==> config.mk <==
export PLATFORM = sky130hd
export DESIGN_NAME = keypad_entry
export DESIGN_NICKNAME = d
export VERILOG_FILES = /design/src/keypad_pkg.sv /design/src/key_press.sv /design/src/keypad_entry.sv
export SDC_FILE = /design/constraint.sdc
export NUM_CORES = 2
export LEC_CHECK = 0
export BUFFER_PORTS_ARGS = -buffer_cell sky130_fd_sc_hd__buf_2
export CORE_MARGIN = 1
export CORE_UTILIZATION = 55
export CTS_CLUSTER_DIAMETER = 80
export DETAILED_ROUTE_END_ITERATION = 10
export PLACE_DENSITY_LB_ADDON = 0.08
export SYNTH_ARGS = -nofsm -noshare
export SYNTH_HDL_FRONTEND = slang
export SYNTH_SLANG_ARGS = --single-unit
==> constraint.sdc <==
create_clock -name clk_i -period 13.3 [get_ports clk_i]
set_input_delay 1.995 -clock clk_i [delete_from_list [all_inputs] [get_ports clk_i]]
set_output_delay 1.995 -clock clk_i [all_outputs]
set_load 0.005 [all_outputs]
==> src/keypad_pkg.sv <==
// Shared constants for the front-panel parameter-matrix entry block.
// Assumes a single 40 MHz clock and a classic Wishbone register port.
package keypad_pkg;

    // Clock and flash timing
    localparam int unsigned CLK_HZ = 40_000_000;
    localparam int unsigned FLASH_HALF_MS = 250;
    localparam int unsigned FLASH_HALF_CYC = CLK_HZ / 1000 * FLASH_HALF_MS;
    localparam int unsigned FLASH_CNT_W = 24;

    // Matrix geometry
    localparam int unsigned NUM_FIELDS = 100;
    localparam logic [3:0] LAST_INDEX = 4'h9;
    localparam logic [3:0] NUM_COLS = 4'hA;
    localparam logic [1:0] LAST_DIGIT = 2'h3;
    localparam logic [3:0] DIGIT_MAX = 4'h9;
    localparam logic [3:0] RESET_ROW = 4'h9;
    localparam logic [3:0] RESET_COL = 4'h5;
    localparam logic [13:0] RESET_LO = 14'h029E;
    localparam logic [13:0] RESET_HI = 14'h02A7;

    // Field word: [15:0] four digits, leftmost in [15:12], [16] minus, [18:17] point
    localparam int unsigned FIELD_W = 19;
    localparam int unsigned FLD_NEG = 16;
    localparam int unsigned FLD_DP_LSB = 17;
    localparam logic [18:0] FACTORY_DEFAULT = 19'h00000;

    // Address switch bank
    localparam int unsigned SW_COUNT = 6;

    // Register byte offsets
    localparam logic [7:0] OFS_CTRL = 8'h00;
    localparam logic [7:0] OFS_STATUS = 8'h04;
    localparam logic [7:0] OFS_FIELD_SEL = 8'h08;
    localparam logic [7:0] OFS_FIELD_DATA = 8'h0C;
    localparam logic [7:0] OFS_TAG = 8'h10;

    // Control layout: [0] lock, [25:16] read-only row mask
    localparam int unsigned CTRL_LOCK = 0;
    localparam int unsigned CTRL_RO_LSB = 16;
    localparam logic [31:0] CTRL_RESET = 32'h0001_0000;
    localparam logic [31:0] CTRL_WMASK = 32'h03FF_0001;
    localparam logic [31:0] TAG_RESET = 32'h0000_0000;
    localparam logic [6:0] FIELD_SEL_RESET = 7'h00;

    // Key vector positions
    localparam int unsigned KEY_COUNT = 6;
    localparam int unsigned K_ROW = 0;
    localparam int unsigned K_COL = 1;
    localparam int unsigned K_RIGHT = 2;
    localparam int unsigned K_INC = 3;
    localparam int unsigned K_DEC = 4;
    localparam int unsigned K_ENTER = 5;

    typedef enum logic [0:0] {
        EDIT_IDLE = 1'b0,
        EDIT_ACTIVE = 1'b1
    } edit_state_t;

endpackage

==> src/key_press.sv <==
// Press detector for a vector of front-panel keys.
// Keys are synchronous to clk_i and already debounced.
`timescale 1ns/1ps
module key_press #(
    parameter int unsigned WIDTH = 1
) (
    input wire logic clk_i,
    input wire logic rst_i,
    input wire logic [WIDTH-1:0] key_i,
    output logic [WIDTH-1:0] press_o
);

    logic [WIDTH-1:0] level_q;

    // Previous level, so a held key yields one press only
    always_ff @(posedge clk_i) begin
        if (rst_i) begin
            level_q <= '0;
        end else begin
            level_q <= key_i;
        end
    end

    assign press_o = key_i & ~level_q;

endmodule

==> src/keypad_entry.sv <==
// Front-panel matrix navigation, digit entry and local/remote arbitration.
// Assumes debounced keys synchronous to clk_i and a classic Wishbone master.
`timescale 1ns/1ps
module keypad_entry #(
    parameter int unsigned FLASH_HALF_CYCLES = keypad_pkg::FLASH_HALF_CYC
) (
    input wire logic clk_i,
    input wire logic rst_i,
    input wire logic wb_cyc_i,
    input wire logic wb_stb_i,
    input wire logic wb_we_i,
    input wire logic [7:0] wb_adr_i,
    input wire logic [3:0] wb_sel_i,
    input wire logic [31:0] wb_dat_i,
    output logic [31:0] wb_dat_o,
    output logic wb_ack_o,
    input wire logic key_row_i,
    input wire logic key_col_i,
    input wire logic key_right_i,
    input wire logic key_inc_i,
    input wire logic key_dec_i,
    input wire logic key_enter_i,
    input wire logic [5:0] addr_switch_i,
    input wire logic terminal_present_i,
    output logic [3:0] row_o,
    output logic [3:0] col_o,
    output logic [1:0] cursor_o,
    output logic editing_o,
    output logic [15:0] value_digits_o,
    output logic minus_o,
    output logic [1:0] dp_o,
    output logic blink_o,
    output logic local_mode_o,
    output logic [5:0] dev_addr_o,
    output logic factory_reload_o
);

    localparam int unsigned FW = keypad_pkg::FIELD_W;

    logic [keypad_pkg::KEY_COUNT-1:0] keys;
    logic [keypad_pkg::KEY_COUNT-1:0] press;
    logic [3:0] row_q;
    logic [3:0] col_q;
    logic [1:0] cursor_q;
    logic [FW-1:0] edit_q;
    keypad_pkg::edit_state_t state_q;
    logic [FW-1:0] field_q [0:keypad_pkg::NUM_FIELDS-1];
    logic [31:0] ctrl_q;
    logic [31:0] tag_q;
    logic [6:0] field_sel_q;
    logic local_q;
    logic [5:0] addr_q;
    logic ack_q;
    logic [31:0] rdata_q;
    logic [keypad_pkg::FLASH_CNT_W-1:0] flash_cnt_q;
    logic phase_q;
    logic blink_q;
    logic reload_q;
    logic [FW-1:0] shown_q;

    logic [6:0] cur_idx;
    logic [3:0] cur_digit;
    logic [3:0] digit_lsb;
    logic lock;
    logic editable;
    logic jump;
    logic navigate;
    logic dp_combo;
    logic commit;
    logic [13:0] magnitude;
    logic reset_value;
    logic bus_take;
    logic bus_write;
    logic remote_ok;
    logic [31:0] status_word;
    logic [31:0] field_word;

    assign keys = {key_enter_i, key_dec_i, key_inc_i, key_right_i, key_col_i, key_row_i};

    key_press #(
        .WIDTH(keypad_pkg::KEY_COUNT)
    ) u_keys (
        .clk_i(clk_i),
        .rst_i(rst_i),
        .key_i(keys),
        .press_o(press)
    );

    // Matrix position to storage index
    assign cur_idx = 7'(row_q) * 7'(keypad_pkg::NUM_COLS) + {3'h0, col_q};
    assign lock = ctrl_q[keypad_pkg::CTRL_LOCK];
    // Read-only rows and the lock both make a field steady and refuse edits
    assign editable = ~lock & ~ctrl_q[keypad_pkg::CTRL_RO_LSB + 32'(row_q)];

    // Key decoding; a combined press must not also act as its single key
    assign jump = (press[keypad_pkg::K_ROW] & key_col_i)
                | (press[keypad_pkg::K_COL] & key_row_i);
    assign navigate = press[keypad_pkg::K_ROW] | press[keypad_pkg::K_COL];
    assign dp_combo = (press[keypad_pkg::K_RIGHT] & key_inc_i)
                    | (press[keypad_pkg::K_INC] & key_right_i);

    // Cursor 0 is the leftmost digit, which sits in the top nibble
    assign digit_lsb = {~cursor_q, 2'b00};
    assign cur_digit = edit_q[digit_lsb +: 4];

    // Decimal magnitude of the edited digits for the reset check
    assign magnitude = 14'(edit_q[15:12]) * 14'h3E8 + 14'(edit_q[11:8]) * 14'h064
                     + 14'(edit_q[7:4]) * 14'h00A + {10'h000, edit_q[3:0]};
    assign reset_value = ~edit_q[keypad_pkg::FLD_NEG]
                       & (magnitude >= keypad_pkg::RESET_LO)
                       & (magnitude <= keypad_pkg::RESET_HI);

    // Registration happens only on enter inside an active, still legal edit
    assign commit = (state_q == keypad_pkg::EDIT_ACTIVE) & press[keypad_pkg::K_ENTER]
                  & editable & ~navigate;

    // Row and column selection
    always_ff @(posedge clk_i) begin
        if (rst_i) begin
            row_q <= 4'h0;
            col_q <= 4'h0;
        end else if (jump) begin
            row_q <= 4'h0;
            col_q <= 4'h0;
        end else begin
            if (press[keypad_pkg::K_ROW]) begin
                row_q <= (row_q == keypad_pkg::LAST_INDEX) ? 4'h0 : row_q + 4'h1;
            end
            if (press[keypad_pkg::K_COL]) begin
                col_q <= (col_q == keypad_pkg::LAST_INDEX) ? 4'h0 : col_q + 4'h1;
            end
        end
    end

    // Edit state, cursor and edit buffer; leaving the field drops the edit
    always_ff @(posedge clk_i) begin
        if (rst_i) begin
            state_q <= keypad_pkg::EDIT_IDLE;
            cursor_q <= 2'h0;
            edit_q <= keypad_pkg::FACTORY_DEFAULT;
        end else if (navigate | ~editable) begin
            state_q <= keypad_pkg::EDIT_IDLE;
            cursor_q <= 2'h0;
        end else begin
            unique case (state_q)
                keypad_pkg::EDIT_IDLE: begin
                    if (press[keypad_pkg::K_RIGHT] & ~dp_combo) begin
                        state_q <= keypad_pkg::EDIT_ACTIVE;
                        cursor_q <= 2'h0;
                        edit_q <= field_q[cur_idx];
                    end
                end
                keypad_pkg::EDIT_ACTIVE: begin
                    if (press[keypad_pkg::K_ENTER]) begin
                        state_q <= keypad_pkg::EDIT_IDLE;
                        cursor_q <= 2'h0;
                    end else if (dp_combo) begin
                        edit_q[keypad_pkg::FLD_DP_LSB +: 2] <=
                            edit_q[keypad_pkg::FLD_DP_LSB +: 2] + 2'h1;
                    end else if (press[keypad_pkg::K_RIGHT]) begin
                        cursor_q <= (cursor_q == keypad_pkg::LAST_DIGIT) ? 2'h0
                                  : cursor_q + 2'h1;
                    end else if (press[keypad_pkg::K_INC]) begin
                        if (cursor_q == 2'h0 && edit_q[keypad_pkg::FLD_NEG]
                            && cur_digit == 4'h0) begin
                            edit_q[keypad_pkg::FLD_NEG] <= 1'b0;
                        end else begin
                            edit_q[digit_lsb +: 4] <= (cur_digit == keypad_pkg::DIGIT_MAX)
                                ? 4'h0 : cur_digit + 4'h1;
                        end
                    end else if (press[keypad_pkg::K_DEC]) begin
                        if (cursor_q == 2'h0 && ~edit_q[keypad_pkg::FLD_NEG]
                            && cur_digit == 4'h0) begin
                            edit_q[keypad_pkg::FLD_NEG] <= 1'b1;
                        end else begin
                            edit_q[digit_lsb +: 4] <= (cur_digit == 4'h0)
                                ? keypad_pkg::DIGIT_MAX : cur_digit - 4'h1;
                        end
                    end
                end
            endcase
        end
    end

    // Wishbone request decode; a write lands on the edge where ack is seen
    assign bus_take = wb_cyc_i & wb_stb_i & ~ack_q;
    assign bus_write = wb_cyc_i & wb_stb_i & wb_we_i & ack_q;
    // The gateway may only change fields while no terminal is plugged in
    assign remote_ok = ~local_q & ~lock;

    // Field storage: factory reload beats a key commit, which beats the bus
    always_ff @(posedge clk_i) begin
        if (rst_i) begin
            for (int i = 0; i < keypad_pkg::NUM_FIELDS; i++) begin
                field_q[i] <= keypad_pkg::FACTORY_DEFAULT;
            end
        end else if (commit && row_q == keypad_pkg::RESET_ROW
                     && col_q == keypad_pkg::RESET_COL && reset_value) begin
            for (int i = 0; i < keypad_pkg::NUM_FIELDS; i++) begin
                field_q[i] <= keypad_pkg::FACTORY_DEFAULT;
            end
        end else if (commit) begin
            field_q[cur_idx] <= edit_q;
        end else if (bus_write && wb_adr_i == keypad_pkg::OFS_FIELD_DATA && remote_ok
                     && field_sel_q < 7'(keypad_pkg::NUM_FIELDS)) begin
            field_q[field_sel_q] <= wb_dat_i[FW-1:0];
        end
    end

    // Factory reload strobe for the rest of the card
    always_ff @(posedge clk_i) begin
        if (rst_i) begin
            reload_q <= 1'b0;
        end else begin
            reload_q <= commit & reset_value & (row_q == keypad_pkg::RESET_ROW)
                      & (col_q == keypad_pkg::RESET_COL);
        end
    end

    // Software registers; the tag level has no key path at all
    always_ff @(posedge clk_i) begin
        if (rst_i) begin
            ctrl_q <= keypad_pkg::CTRL_RESET;
            tag_q <= keypad_pkg::TAG_RESET;
            field_sel_q <= keypad_pkg::FIELD_SEL_RESET;
        end else if (bus_write) begin
            for (int b = 0; b < 4; b++) begin
                if (wb_sel_i[b]) begin
                    if (wb_adr_i == keypad_pkg::OFS_CTRL) begin
                        ctrl_q[b*8 +: 8] <= wb_dat_i[b*8 +: 8]
                                          & keypad_pkg::CTRL_WMASK[b*8 +: 8];
                    end
                    if (wb_adr_i == keypad_pkg::OFS_TAG && ~local_q) begin
                        tag_q[b*8 +: 8] <= wb_dat_i[b*8 +: 8];
                    end
                end
            end
            if (wb_adr_i == keypad_pkg::OFS_FIELD_SEL && wb_sel_i[0]) begin
                field_sel_q <= wb_dat_i[6:0];
            end
        end
    end

    // Terminal presence decides who controls the card, in both directions
    always_ff @(posedge clk_i) begin
        if (rst_i) begin
            local_q <= 1'b0;
        end else begin
            local_q <= terminal_present_i;
        end
    end

    // Bus address is the weighted sum of the switches that are on
    always_ff @(posedge clk_i) begin
        if (rst_i) begin
            addr_q <= 6'h00;
        end else begin
            addr_q <= 6'h00;
            for (int s = 0; s < keypad_pkg::SW_COUNT; s++) begin
                if (addr_switch_i[s]) begin
                    addr_q <= addr_q_sum(addr_switch_i);
                end
            end
        end
    end

    // Six binary weights cannot exceed 63, so no range check is needed
    function automatic logic [5:0] addr_q_sum(input logic [5:0] sw);
        logic [5:0] acc;
        acc = 6'h00;
        for (int s = 0; s < keypad_pkg::SW_COUNT; s++) begin
            acc = acc + (sw[s] ? 6'(1 << s) : 6'h00);
        end
        return acc;
    endfunction

    // Flash divider: the phase flips once per half period
    always_ff @(posedge clk_i) begin
        if (rst_i) begin
            flash_cnt_q <= '0;
            phase_q <= 1'b0;
        end else if (flash_cnt_q == keypad_pkg::FLASH_CNT_W'(FLASH_HALF_CYCLES - 1)) begin
            flash_cnt_q <= '0;
            phase_q <= ~phase_q;
        end else begin
            flash_cnt_q <= flash_cnt_q + 1'b1;
        end
    end

    // Editable fields flash, read-only and locked ones stay steady
    always_ff @(posedge clk_i) begin
        if (rst_i) begin
            blink_q <= 1'b0;
        end else begin
            blink_q <= editable & phase_q;
        end
    end

    // Display shows the edit buffer while editing, else the stored value
    always_ff @(posedge clk_i) begin
        if (rst_i) begin
            shown_q <= keypad_pkg::FACTORY_DEFAULT;
        end else if (state_q == keypad_pkg::EDIT_ACTIVE) begin
            shown_q <= edit_q;
        end else begin
            shown_q <= field_q[cur_idx];
        end
    end

    assign status_word = {10'h000, addr_q, 1'b0, local_q, edit_q[18:17], edit_q[16],
                          state_q, cursor_q, col_q, row_q};
    assign field_word = (field_sel_q < 7'(keypad_pkg::NUM_FIELDS))
                      ? {13'h0000, field_q[field_sel_q]} : 32'h0000_0000;

    // Single wait state: ack follows the request by one edge, then drops
    always_ff @(posedge clk_i) begin
        if (rst_i) begin
            ack_q <= 1'b0;
            rdata_q <= 32'h0000_0000;
        end else begin
            ack_q <= bus_take;
            if (bus_take) begin
                unique case (wb_adr_i)
                    keypad_pkg::OFS_CTRL: rdata_q <= ctrl_q;
                    keypad_pkg::OFS_STATUS: rdata_q <= status_word;
                    keypad_pkg::OFS_FIELD_SEL: rdata_q <= {25'h0000000, field_sel_q};
                    keypad_pkg::OFS_FIELD_DATA: rdata_q <= field_word;
                    keypad_pkg::OFS_TAG: rdata_q <= tag_q;
                    default: rdata_q <= 32'h0000_0000;
                endcase
            end
        end
    end

    assign wb_dat_o = rdata_q;
    assign wb_ack_o = ack_q;
    assign row_o = row_q;
    assign col_o = col_q;
    assign cursor_o = cursor_q;
    assign editing_o = state_q;
    assign value_digits_o = shown_q[15:0];
    assign minus_o = shown_q[keypad_pkg::FLD_NEG];
    assign dp_o = shown_q[keypad_pkg::FLD_DP_LSB +: 2];
    assign blink_o = blink_q;
    assign local_mode_o = local_q;
    assign dev_addr_o = addr_q;
    assign factory_reload_o = reload_q;

endmodule

==> flow_summary.ini <==
[power]
share_seq_of_total_power_pct = 48.4
power_density_mw_per_mm2 = 128.9
power.share.clock_pct = 42.0
p_int_w = 0.01440
comb_power_share_pct = 9.6
p_leak_nw = 45.42
switching_power_w = 0.004756
power.switching_fraction_pct = 24.83
ir_worst_vdd_mv = 0.1203

[synth]
synth_ff_type = sky130_fd_sc_hd__edfxtp_1
netlist_top_cells_count = sky130_fd_sc_hd__edfxtp_1, sky130_fd_sc_hd__mux4_2, sky130_fd_sc_hd__nor2_1, sky130_fd_sc_hd__nor4_1, sky130_fd_sc_hd__clkbuf_1
synth_enable_flop_cells = 2432
count_leader_synth = sky130_fd_sc_hd__edfxtp_1
total_nets_after_synthesis = 9358
postSynthRegisterBits = 2611
syn_inst = 9211
synth_area_per_cell_um2 = 14.71
synth.yosys.warnings = 0
ys_types = 80
synth_top_area_share_pct = 53.88
syn-cell-area_mm2 = 0.1355
synth-async-reset-ratio_pct = 0
proportion_of_synthesized_chip_area_in_sequential_cells_pct = 56.53
yosysTopAreaCell = sky130_fd_sc_hd__edfxtp_1
synth.area.top_cells = sky130_fd_sc_hd__edfxtp_1, sky130_fd_sc_hd__mux4_2, sky130_fd_sc_hd__nor4_1

[placed_design]
gpl.final_weighted_congestion = 1.046
post-dp-hpwl_um = 352500
dpl-instance-area_mm2 = 0.1393
preCtsSetupSlack_ns = 5.162
numPortBuffers = 133

[min_path]
worst_hold_path.num_cells = 2
hold_path_class = flip-flop to flip-flop
hold_start = wb_dat_o[31]
holdPathEnd = wb_dat_o[31]

[status]
failed_checks = max-capacitance violations, max-slew violations
status = finished with violations

[cells_and_area]
syn2layout_area_growth_pct = 9.686
finish.net_count = 9015
post_route_cells_drive_above_1_share_pct = 27.31
postLayoutCellArea_mm2 = 0.1487

[floorplanning]
die-area_mm2 = 0.2484
die_width_um = 498.4
core_area_mm2 = 0.2441
initial_utilization_pct = 55.52
dieHeight_um = 498.4
fp-row-count = 181
boundaryPins = 134

[sta]
fin_crit_sh_pct = 61.10
unrepaired_setup_endpoints_after_global_routing = no
tightest_slew_ns = 1.675
setup-violations-final = 0
finalSetupTns_ns = 0
worst_slack_ns = 5.173
final_hold_slack_ns = 0.4467
max_clock_freq_ghz = 0.1231
period_minus_slack_ns = 8.127
worst_slew_margin_rel_pct = -11.64
finClkSkew_ns = 0.06272
slew_viol_final = 3
hold_violations = 0

[worst_setup_path]
cp_slowest_stage_delay_ns = 1.39
crit_path_max_fanout = 14
buffer_and_inverter_count_on_the_worst_path = 1
critical_path.endpoint_type = flip-flop
critical_path.reg2reg.endpoint = shown_q[5]
cpLargestDelayFamily = compound AO/OA/AOI/OAI gates
rrSetupSlack_ns = 5.17
crit_top_cell = sky130_fd_sc_hd__ha_1
crit-reg2reg-launch = row_o[1]
cpMaxStageDelayCell = sky130_fd_sc_hd__a31oi_1
startpoint_type = flip-flop
crit_path_required_time_ns = 14.10
ff2ff_path_depth = 11
setup.worst_path.class = flip-flop to flip-flop
crit_arrival_ns = 8.93
crit_chain = ha_1 -> ha_1 -> fa_1 -> a21boi_0 -> a221oi_4 -> buf_4 -> a32oi_1 -> nand4_1 -> a31oi_1 -> o21ai_0 -> a21oi_1

[clock_network]
cts_inserted_buffers = 302
clk_pin_slew_worst_paths_ns = 0.07
cts-root-to-sink-buffers = 4
clock-sinks = 2611
number_of_buffers_inserted_for_hold_repair_after_clock_tree_synthesis = 0
post_cts_buffers = 0
post_cts.resized_instances = 0
htree_levels = 5
cts_root_buf = sky130_fd_sc_hd__clkbuf_16
insertion_delay_ns = 0.95
tritoncts = yes

[global_routing]
global_route.overflow_total = 0
grt_first_pass_wirelength_um = 741100
grt_pass1_vias = 90980
antenna_found_initial = 52
grt_max_degree = 173
grt.total_usage_pct = 43.34

[route]
wire_length_reported_by_the_detailed_router_um = 540300
drcViolationCount = 0
via_per_inst = 7.805
routed_wire_length_per_instance_um = 43.87
postRouteAntennaNets = 0
drt_pass1_iterations = 10
drt-initial-drc-count = 17700
vias = 96130

[flow_run]
max-cap-violations = 1
-- final cells by class --
class | count | area (um2)
flip-flops and latches | 2611 | 76640
diodes | 34 | 85.08
well taps | 3202 | 4006
multi-input cells | 5417 | 55030
clock inverters | 126 | 1102
fillers | 18320 | 95470
repair buffers | 463 | 3420
inverters | 73 | 276.5
clock buffers | 390 | 8102
-- cell usage in the layout, fill, tap and decap left out, types with 41 or more instances in the layout --
cell type,Yosys,final
sky130_fd_sc_hd__edfxtp_1,2432,2432
sky130_fd_sc_hd__mux4_2,1412,1412
sky130_fd_sc_hd__nor2_1,1202,1186
sky130_fd_sc_hd__nor4_1,874,871
sky130_fd_sc_hd__nand2_1,500,493
sky130_fd_sc_hd__buf_4,49,309
sky130_fd_sc_hd__clkbuf_16,0,308
sky130_fd_sc_hd__dfxtp_1,179,172
sky130_fd_sc_hd__nand3_1,167,166
sky130_fd_sc_hd__mux2i_1,157,154
sky130_fd_sc_hd__a21oi_1,143,140
sky130_fd_sc_hd__buf_2,153,132
sky130_fd_sc_hd__nor3_1,135,119
sky130_fd_sc_hd__nand4_1,74,74
sky130_fd_sc_hd__inv_1,72,71
sky130_fd_sc_hd__clkbuf_1,742,71
sky130_fd_sc_hd__ha_1,66,65
sky130_fd_sc_hd__clkinv_1,0,53
sky130_fd_sc_hd__o21ai_0,106,51
sky130_fd_sc_hd__o21ai_2,0,48
sky130_fd_sc_hd__clkinv_2,0,41
-- layer usage --
metal	wire, um	global-route usage [%]
met1	186500	58.25
met2	225600	59.59
met3	89620	17.64
met4	37980	24.63
met5	564	1.042
-- sequential cells by signal, indices dropped and copies added, names as in the netlist, 2 cells and up, named ones only --
register / flops
col_o: 4
ctrl_q: 11
cursor_o: 2
dev_addr_o: 6
edit_q: 19
field_q: 2432
field_sel_q: 7
flash_cnt_q: 24
row_o: 4
shown_q: 19
tag_q: 32
u_keys.level_q: 6
wb_dat_o: 32
-- cell families after synthesis --
kind of cell	Yosys count	share of synthesized area, %
XOR/XNOR	47	0.3148
flip-flops	2611	56.53
buffers and inverters	1183	3.553
AND/OR/NAND/NOR	3125	11.06
multiplexers	1602	24.90
adder cells (fa/ha/maj)	85	0.8899
AO/OA/AOI/OAI	558	2.751
-- power by group through the flow --
stage	clock network [W]	registers [W]	logic (W)
2_1_floorplan	0	0.00940	0.000987
3_5_place_dp	0	0.00944	0.00175
6_report	0.00804	0.00927	0.00184
5_1_grt	0.00830	0.00929	0.00183
3_3_place_gp	0	0.00942	0.00175
4_1_cts	0.00803	0.00927	0.00176
-- worst max path at each step --
stage,startpoint,end,cells past startpoint
after global routing,edit_q[15],field_q[41][4],19
after CTS,edit_q[15],field_q[41][4],19
final,row_o[1],shown_q[5],11
after floorplan,edit_q[14],field_q[101][0],19
after global placement,wb_adr_i[1],field_q[48][4],9
after detailed placement,wb_adr_i[1],field_q[48][4],9
-- metrics by stage --
step                cells  util, %  power (W)
floorplan            9211        -    0.01038
global placement    11760    57.07    0.01117
detailed placement  11760    57.07    0.01120
CTS                 12280    60.84    0.01905
global route        12290    60.86    0.01943
finish              12320    60.89    0.01916
-- worst reg2reg max path: cells and delay by family, from the launching register on --
| kind | cells | cell delay (ns) |
|---|---|---|
| AOI/OAI and AO/OA | 6 | 4.79 |
| adders and majority gates | 3 | 1.30 |
| DFF | 1 | 0.83 |
| and+or+nand+nor | 1 | 0.69 |
| buffers and inverters | 1 | 0.37 |
No activity file was read; power rests on OpenSTA's default activity.
